File: config.mk
export PLATFORM = sky130hd
export DESIGN_NAME = ecpp_port
export DESIGN_NICKNAME = d
export VERILOG_FILES = /design/src/shared/ecpp_pkg.sv /design/src/ecpp_port.sv
export SDC_FILE = /design/constraint.sdc
export NUM_CORES = 1
export LEC_CHECK = 0
export BUFFER_PORTS_ARGS = -buffer_cell sky130_fd_sc_hd__buf_4
export CORE_MARGIN = 8
export CORE_UTILIZATION = 50
export CTS_BUF_LIST = sky130_fd_sc_hd__clkbuf_16
export DETAILED_ROUTE_END_ITERATION = 7
export PLACE_DENSITY = 0.68
export SYNTH_ARGS = -nofsm -noshare
export SYNTH_HDL_FRONTEND = slang
export SYNTH_SLANG_ARGS = --single-unit
File: constraint.sdc
create_clock -name clk -period 4.6 [get_ports clk]
set_input_delay 1.15 -clock clk [delete_from_list [all_inputs] [get_ports clk]]
set_output_delay 1.15 -clock clk [all_outputs]
set_load 0.03 [all_outputs]
File: src/shared/ecpp_pkg.sv
// Purpose: constants and carrier types of the extended-capability parallel port
// Assumes: one system clock, host offsets relative to a programmable base
// Notes:   offsets, mode codes and field positions are shared with the bench
package ecpp_pkg;
   // register offsets from the base address
   localparam logic [15:0] OFS_DATA   = 16'h0000;
   localparam logic [15:0] OFS_STATUS = 16'h0001;
   localparam logic [15:0] OFS_CTRL   = 16'h0002;
   localparam logic [15:0] OFS_FIFO   = 16'h0400;
   localparam logic [15:0] OFS_PORT_CONFIG_SECOND  = 16'h0401;
   localparam logic [15:0] OFS_ECR    = 16'h0402;
   // mode field codes
   localparam logic [2:0]  MODE_STD   = 3'h0;
   localparam logic [2:0]  MODE_BIDIR = 3'h1;
   localparam logic [2:0]  MODE_COMPAT_DATA_FIFO_PORT = 3'h2;
   localparam logic [2:0]  MODE_ECP   = 3'h3;
   localparam logic [2:0]  MODE_TEST  = 3'h6;
   localparam logic [2:0]  MODE_CNFG  = 3'h7;
   // field positions
   localparam int          CTRL_STB   = 0;
   localparam int          CTRL_AFD   = 1;
   localparam int          CTRL_INIT  = 2;
   localparam int          CTRL_SLIN  = 3;
   localparam int          CTRL_DIR   = 5;
   localparam int          ECR_MODE   = 5;
   localparam int          TAG_BIT    = 8;
   localparam int          ADDR_FLAG  = 7;
   // reset and fixed read values
   localparam logic [7:0]  DATA_RST   = 8'h00;
   localparam logic [7:0]  CTRL_RST   = 8'h00;
   localparam logic [7:0]  ECR_RST    = 8'h00;
   localparam logic [7:0]  PORT_CONFIG_FIRST_VAL  = 8'h10;
   localparam logic [7:0]  PORT_CONFIG_SECOND_VAL  = 8'h00;
   localparam logic [7:0]  ZERO8      = 8'h00;
   // fifo geometry and service threshold
   localparam int          FIFO_DEPTH = 16;
   localparam logic [4:0]  FIFO_FULL  = 5'h10;
   localparam logic [4:0]  FIFO_THR   = 5'h08;

   typedef enum logic [1:0] {TX_IDLE, TX_SETUP, TX_STROBE, TX_RELEASE} ecpp_tx_t;

   // peripheral status inputs
   typedef struct packed {
      logic busy;
      logic ack_n;
      logic error_n;
      logic select;
      logic fault_n;
   } ecpp_pin_in_t;

   // control line level and enable (enable low = driving)
   typedef struct packed {
      logic strobe_n;
      logic autofeed_line_n;
      logic init_n;
      logic select_in_line_n;
   } ecpp_ctl_t;

   typedef struct packed {
      logic [7:0]                 data;
      logic [7:0]                 ctrl;
      logic [7:3]                 ecr;
      logic [FIFO_DEPTH-1:0][8:0] mem;
      logic [3:0]                 wp;
      logic [3:0]                 rp;
      logic [4:0]                 cnt;
      ecpp_tx_t                   tx;
      logic [8:0]                 cur;
      logic [6:0]                 chan;
      logic [7:0]                 rle;
      logic [7:0]                 rdata;
      logic                       rvalid;
   } ecpp_st_t;
endpackage : ecpp_pkg

File: src/ecpp_port.sv
// Purpose: host register front end of an extended-capability parallel port
// Assumes: host strobes last one clock; all pins synchronous to clk
// Notes:   forward address/run-length and data queue with hardware strobes

module ecpp_port
   import ecpp_pkg::*;
(
   input  wire logic         clk,
   input  wire logic         reset_n,
   input  wire logic [15:0]  base_addr,
   input  wire logic         function_selection,
   input  wire logic [15:0]  host_addr,
   input  wire logic         host_rd,
   input  wire logic         host_wr,
   input  wire logic [7:0]   host_wdata,
   output logic      [7:0]   host_rdata,
   output logic              host_rvalid,
   input  wire logic [7:0]   pd_in,
   output logic      [7:0]   pd_out,
   output logic              pd_oe_n,
   input  wire ecpp_pin_in_t pin_in,
   output ecpp_ctl_t         ctl_out,
   output ecpp_ctl_t         ctl_oe_n,
   output logic              fifo_service,
   output logic      [6:0]   channel_addr,
   output logic      [7:0]   rle_repeat
);
   ecpp_st_t    st_reg;
   ecpp_st_t    st_next;
   logic [15:0] ofs;
   logic [2:0]  mode;
   logic        dir_eff;
   logic        fifo_full;
   logic        fifo_empty;
   logic        push;
   logic        pop;
   logic [8:0]  push_word;
   ecpp_ctl_t   ctl_lvl;

   // offset from the programmable base
   // base relative decode
   assign ofs = 16'(host_addr - base_addr);

   // mode forced to standard without function select
   // mode field of the extended control
   assign mode = function_selection ? st_reg.ecr[7:ECR_MODE] : MODE_STD;

   // direction only counts outside the two standard modes
   assign dir_eff = st_reg.ctrl[CTRL_DIR] && (mode != MODE_STD) && (mode != MODE_COMPAT_DATA_FIFO_PORT);

   // fifo state flags and threshold service level
   assign fifo_full    = (st_reg.cnt == FIFO_FULL);
   assign fifo_empty   = (st_reg.cnt == 5'h00);
   assign fifo_service = (mode == MODE_ECP) && !dir_eff && ((FIFO_FULL - st_reg.cnt) >= FIFO_THR);

   // push decode for the command and data ports of the ecp mode
   // reverse use of the command port is undefined, so ignored
   always_comb begin
      push      = 1'b0;
      push_word = 9'h000;
      if (host_wr && (mode == MODE_ECP) && !dir_eff && !fifo_full) begin
         // command byte tagged as address or run-length
         if (ofs == OFS_DATA) begin
            push      = 1'b1;
            push_word = {1'b1, host_wdata};
         end else if (ofs == OFS_FIFO) begin
            push      = 1'b1;
            push_word = {1'b0, host_wdata};
         end
      end
   end

   // byte leaves the queue at the end of its handshake
   assign pop = (st_reg.tx == TX_RELEASE) && !pin_in.busy;

   // next-state logic of the whole port
   always_comb begin
      st_next        = st_reg;
      st_next.rvalid = 1'b0;
      // register writes
      if (host_wr) begin
         // status offset absent here: writes have no effect
         if (ofs == OFS_DATA && mode != MODE_ECP) begin
            st_next.data = host_wdata;
         end
         if (ofs == OFS_CTRL) begin
            st_next.ctrl = host_wdata;
         end
         if (ofs == OFS_ECR && function_selection) begin
            st_next.ecr = host_wdata[7:3];
         end
      end
      // register reads, answered one clock later
      if (host_rd) begin
         st_next.rvalid = 1'b1;
         st_next.rdata  = ZERO8;
         case (ofs)
            OFS_DATA:   st_next.rdata = pd_in;
            OFS_STATUS: st_next.rdata = {!pin_in.busy, pin_in.ack_n, pin_in.error_n,
                                         pin_in.select, pin_in.fault_n, 3'h0};
            OFS_CTRL:   st_next.rdata = st_reg.ctrl;
            OFS_FIFO:   st_next.rdata = (mode == MODE_CNFG) ? PORT_CONFIG_FIRST_VAL : ZERO8;
            OFS_PORT_CONFIG_SECOND:  st_next.rdata = (mode == MODE_CNFG) ? PORT_CONFIG_SECOND_VAL : ZERO8;
            OFS_ECR: begin
               if (function_selection) begin
                  st_next.rdata = {st_reg.ecr, fifo_service, fifo_full, fifo_empty};
               end
            end
            default:    st_next.rdata = ZERO8;
         endcase
      end
      case (st_reg.tx)
         TX_IDLE: begin
            if (mode == MODE_ECP && !dir_eff && !fifo_empty) begin
               st_next.cur = st_reg.mem[st_reg.rp];
               st_next.tx  = TX_SETUP;
            end
         end
         TX_SETUP:   st_next.tx = TX_STROBE;
         TX_STROBE: begin
            if (pin_in.busy) begin
               st_next.tx = TX_RELEASE;
            end
         end
         TX_RELEASE: begin
            if (!pin_in.busy) begin
               st_next.tx = TX_IDLE;
               if (st_reg.cur[TAG_BIT]) begin
                  if (st_reg.cur[ADDR_FLAG]) begin
                     st_next.chan = st_reg.cur[6:0];
                  end else begin
                     st_next.rle = 8'({1'b0, st_reg.cur[6:0]} + 8'h01);
                  end
               end
            end
         end
         default:    st_next.tx = TX_IDLE;
      endcase
      if (push) begin
         st_next.mem[st_reg.wp] = push_word;
         st_next.wp             = 4'(st_reg.wp + 4'h1);
      end
      if (pop) begin
         st_next.rp = 4'(st_reg.rp + 4'h1);
      end
      st_next.cnt = 5'(st_reg.cnt + {4'h0, push} - {4'h0, pop});
      // fifo held in reset in standard mode
      if (mode == MODE_STD) begin
         st_next.wp  = 4'h0;
         st_next.rp  = 4'h0;
         st_next.cnt = 5'h00;
         st_next.tx  = TX_IDLE;
      end
   end

   // state register
   always_ff @(posedge clk or negedge reset_n) begin
      if (!reset_n) begin
         st_reg      <= '0;
         st_reg.data <= DATA_RST;
         st_reg.ctrl <= CTRL_RST;
         st_reg.ecr  <= ECR_RST[7:3];
         st_reg.rle  <= 8'h01;
         st_reg.tx   <= TX_IDLE;
      end else begin
         st_reg <= st_next;
      end
   end

   // host answer and decoded command outputs
   assign host_rdata   = st_reg.rdata;
   assign host_rvalid  = st_reg.rvalid;
   assign channel_addr = st_reg.chan;
   assign rle_repeat   = st_reg.rle;

   // data lines: queued byte during a handshake, else the latch
   // standard data drive
   assign pd_out  = (st_reg.tx != TX_IDLE) ? st_reg.cur[7:0] : st_reg.data;
   assign pd_oe_n = dir_eff;

   // control line levels, handshake owns strobe and autofeed
   always_comb begin
      ctl_lvl.strobe_n         = !st_reg.ctrl[CTRL_STB];
      ctl_lvl.autofeed_line_n  = !st_reg.ctrl[CTRL_AFD];
      ctl_lvl.init_n           = st_reg.ctrl[CTRL_INIT];
      ctl_lvl.select_in_line_n = !st_reg.ctrl[CTRL_SLIN];
      if (st_reg.tx != TX_IDLE) begin
         ctl_lvl.strobe_n        = (st_reg.tx != TX_STROBE);
         ctl_lvl.autofeed_line_n = !st_reg.cur[TAG_BIT]; // low marks a command
      end
   end

   // open-collector in standard mode: drive only the low level
   assign ctl_out  = ctl_lvl;
   assign ctl_oe_n = (mode == MODE_STD) ? ctl_lvl : '0;
endmodule // ecpp_port

# [Word level (Yosys, flattened, before mapping)]
# Index checks and enable logic that the tools add are counted.
[word_totals] elab_cells=118 register_bits=213
[op_classes] n_reduce_logical=35 n_eq_ne=16 add_sub_neg=7 mux=26 order_cmp=4 bitwise_logic=2
[ops] cell="144-bit bitwise mux" n=1
[ops] cell="8-bit case mux with 5 select lines" n=1
[ops] cell="9-bit binary-select mux with 4-bit select" n=1
[ops] cell="9-bit demux with 4-bit select" n=1
[ops] cell="9-bit 2-to-1 mux" n=4
[ops] cell="16-bit by 11-bit == test with 1-bit output (second input constant)" n=2
[ops] cell="8-bit 2-to-1 mux" n=3
[ops] cell="16-bit by 1-bit == test with 1-bit output (second input constant)" n=1
[ops] cell="16-bit by 2-bit == test with 1-bit output (second input constant)" n=1
[ops] cell="16-bit zero test" n=1
[ops] cell="16-bit subtractor" n=1
[ops] cell="15-bit 2-to-1 mux" n=1
[ops] cell="1-bit logical AND" n=12
[ops] cell="4-bit 2-to-1 mux" n=3
[ops] cell="11-bit 2-to-1 mux" n=1
[ops] cell="4-bit by 5-bit less-than comparator with 1-bit output (second input constant)" n=2
[ops] cell="3-bit by 2-bit != test with 1-bit output (second input constant)" n=3
[ops] cell="4-bit by 1-bit adder with 4-bit output (second input constant)" n=2
[ops] cell="7-bit by 1-bit adder with 8-bit output (second input constant)" n=1
[ops] cell="1-bit zero test" n=8
[ops] cell="2-bit case mux with 4 select lines" n=1
[ops] cell="2-bit AND reduction" n=4
[ops] cell="4-bit AND reduction" n=2
[ops] cell="2-bit 2-to-1 mux" n=3
[ops] cell="22 further kinds" n=30

# [Depth between registers and ports, before layout]
[depth] ltp_word=11 ltp_mapped=20

# [Worst setup path before layout]
# Ideal clock, no wire load.
[synth_path] path_type="input port to flip-flop" start="input base_addr[6]" end="register st_reg[39] (netlist bit)" n_path_buf=2 path_slack_ps=-403 required_time_ps=4522 stages=19 setup_time_ps=78 arrival_time_ps=4925 path_cell_list="inv_1 -> ha_1 -> a21o_1 -> or3_1 -> o2111ai_1 -> a311oi_1 -> xor2_1 -> clkbuf_1 -> buf_4 -> inv_1 -> nand3_1 -> ha_1 -> inv_1 -> ha_1 -> fa_1 -> a21oi_1 -> nor2_1 -> or3_1 -> a21oi_1"
[synth_lines] item="start, declared" line="ecpp_port.sv:10" source="input wire logic [15:0] base_addr,"
[synth_lines] item="end signal, assigned" line="ecpp_port.sv:166" source="st_reg <= st_next;"
[synth_lines] item="end, declared" line="ecpp_port.sv:28" source="ecpp_st_t st_reg;"

==> flow_summary.toml <==
[status]
status = "complete, no violations"

[place]
place_area_um2 = 13210
dp_hpwl_um = 19290
dp_slack_ps = -341.9
io_buffers = 99
gp_congestion = 0.8409

[floorplan]
start_util_pct = 50.94
die_w_um = 170.6
die_height_um = 170.6
core_um2 = 23470
ios = 100
die_area_um2 = 29120
rows = 56

[worst_setup_path]
critPathKind = "in -> reg"
cpPeakStageDelay_ps = 460
worstPathCellList = "buf_4, ha_1, fa_1, nor2b_4, o31ai_4, a311o_1, a21oi_1, o32ai_1, nor4_1, nand3_1, ha_1, inv_1, ha_2, fa_2, a21oi_2, nor2_1, or3_1, a21oi_1"
path_max_fanout = 5
crit_buf_inv = 2
cp.required_ps = 5020
worst-r2r-setup-slack_ps = 1210
critPathTopFamily = "adder cells"
arrival_ps = 4820
cp-start-kind = "input pin"
startpoint = "base_addr[0]"
end_kind = "register"
cp_slowest_cell = "fa_1"
r2r-start = "st_reg[38]"

[clock_tree]
post_cts_buffers = 0
cts_tree = "built"
cts_sinks = 213
cts_max_level = 1
ctsRootBufferMaster = "clkbuf_16"
cts_resized = 0
ctsHoldBuffers = 0
cts_buffers = 23
worstSkewPairLatency_ps = 510
clk_pin_slew_worst_paths_ps = 60
clock_path_buffers = 3

[sta]
fin_ws_ps = 195.1
slew_violations = 0
fin_crit_sh_pct = 95.76
worst_slew_pin_slew_ps = 1058
slew_headroom_pct = 29.30
finalHoldWorstSlack_ps = 475.1
hold_viol = 0
min_period_ps = 4405
fmax_ghz = 0.2270
setup_viol = 0
finalClockSkew_ps = 17.11

[drt]
wl_per_cell_um = 19.56
drtPass1Iterations = 5
drt-total-wl_um = 26740
remaining_drc_errors = 0
vias = 7860
drt_iter0_drc = 627
vias_per_cell = 5.750
drt.antenna.violating_nets = 0

[synth]
syn-cell-area_um2 = 11960
yosys.area.top_type = "dfrtp_1"
synth_cells = 935
synth_top_area_share_pct = 44.37
synthTopCellsByArea = "dfrtp_1 44%, mux2_2 17%, mux4_2 8.5%"
synthArstFlopShare_pct = 100.0
ys_warn_count = 0
synth_flop_cell = "dfrtp_1"
synth-seq-cells = 213
yosysSeqAreaShare_pct = 44.59
postSynthAreaPerCell_um2 = 12.79
syn_nets = 1030
synth_edf_count = 0
synth_cell_types = 74

[grt]
grt_pass1_wl_um = 44410
first_global_vias = 8284
antenna_found_initial = 0
grtUsageTotal_pct = 18.75
grt_max_degree = 106
grt-ovfl-total = 0

[finish]
final_area_um2 = 13950
utilization_pct = 59.45
diodes = 0
largest_reg_flops = 188
mostFrequentLayoutCell = "dfrtp_1"
final_cell_mix = "210 x dfrtp_1, 181 x mux2_2, 146 x buf_4"
fin_nets = 1128
area.growth.synth_to_final_pct = 16.71
seqCellArea_um2 = 5334
n_fill_cell = 1877
multiInputGateArea_um2 = 6171
drive_gt1_share_pct = 44.56

[pwr]
p_leak_nw = 6.687
powerDensity_nw_per_um2 = 298.3
ir_worst_vdd_uv = 207.3

[job]
drv_cap = 0

[worst_hold_path]
hold_path_class = "reg -> reg"
worstHoldStart = "rle_repeat[0]"
-- metal layers --
layer	vias to the layer above	track usage, %	wire [um]
met5	-	0	0
met4	0	4.653	559
met3	36	3.319	1395
met2	171	29.85	12350
met1	4003	26.28	12440
li1	3650	-	-
-- worst paths after layout --
check,endpoint,cells past startpoint
setup / recovery,st_reg[39],18
hold / removal,rle_repeat[0],2
setup reg to reg,st_reg[39],15
hold reg to reg,rle_repeat[0],2
max in group asynchronous,st_reg[124],2
min in group asynchronous,host_rdata[5],1
-- cell families (layout without fill, tap and decap cells) --
| kind of cell | Yosys count | after routing | synth area share [%] |
|---|---|---|---|
| AO/OA/AOI/OAI | 97 | 97 | 5.954 |
| flip-flops | 213 | 213 | 44.59 |
| XOR/XNOR | 19 | 19 | 1.392 |
| adder cells (fa/ha/maj) | 37 | 37 | 3.998 |
| AND/OR/NAND/NOR | 206 | 206 | 11.76 |
| buffers and inverters | 115 | 228 | 4.824 |
| multiplexers | 248 | 248 | 27.48 |
-- cells in the mapped netlist (all sizes together), types with 10 or more instances --
cell,n
ha,35
o21ai,12
a21oi,27
nor2,32
inv,38
nand3,19
dfrtp,212
xor2,11
nor4,21
nand2b,11
mux2,192
nand2,37
buf,46
mux4,45
and2,10
clkbuf,31
nand4,28
mux2i,11
nor3,18
-- worst reg2reg max path: stages (launching register included) --
cell      delay (ps)
dfrtp_1          360
inv_1             80
ha_1             170
nor3b_1          150
ha_1             210
nand4b_1         230
nor4_1           410
nand3_1          150
ha_1             290
inv_1             40
ha_2             180
fa_2             370
a21oi_2          140
nor2_1            50
or3_1            330
a21oi_1          140
-- power breakdown --
group          total [mW]  switching (mW)  internal [mW]
Sequential           1.87        0.000272           1.87
Combinational       0.471           0.294          0.177
Clock                1.82           0.739           1.08
-- area by class of cell --
cell class,count,share of cell area (%)
multi-input combinational,607,44.22
sequential,213,38.22
timing repair buffer,150,8.383
clock buffer,23,4.124
tap,319,2.860
clock inverter,17,1.166
inverter,38,1.022
-- through the flow --
stage / cells / setup TNS, ps / total power, mW
floorplan: 935 / -82.56 / 2.191
global placement: 1327 / -19880 / 2.375
detailed placement: 1327 / -26800 / 2.379
CTS: 1367 / 0 / 4.201
global route: 1367 / -49.81 / 4.326
finish: 1367 / 0 / 4.162
Note: power is estimated with default switching activity, not from simulation.
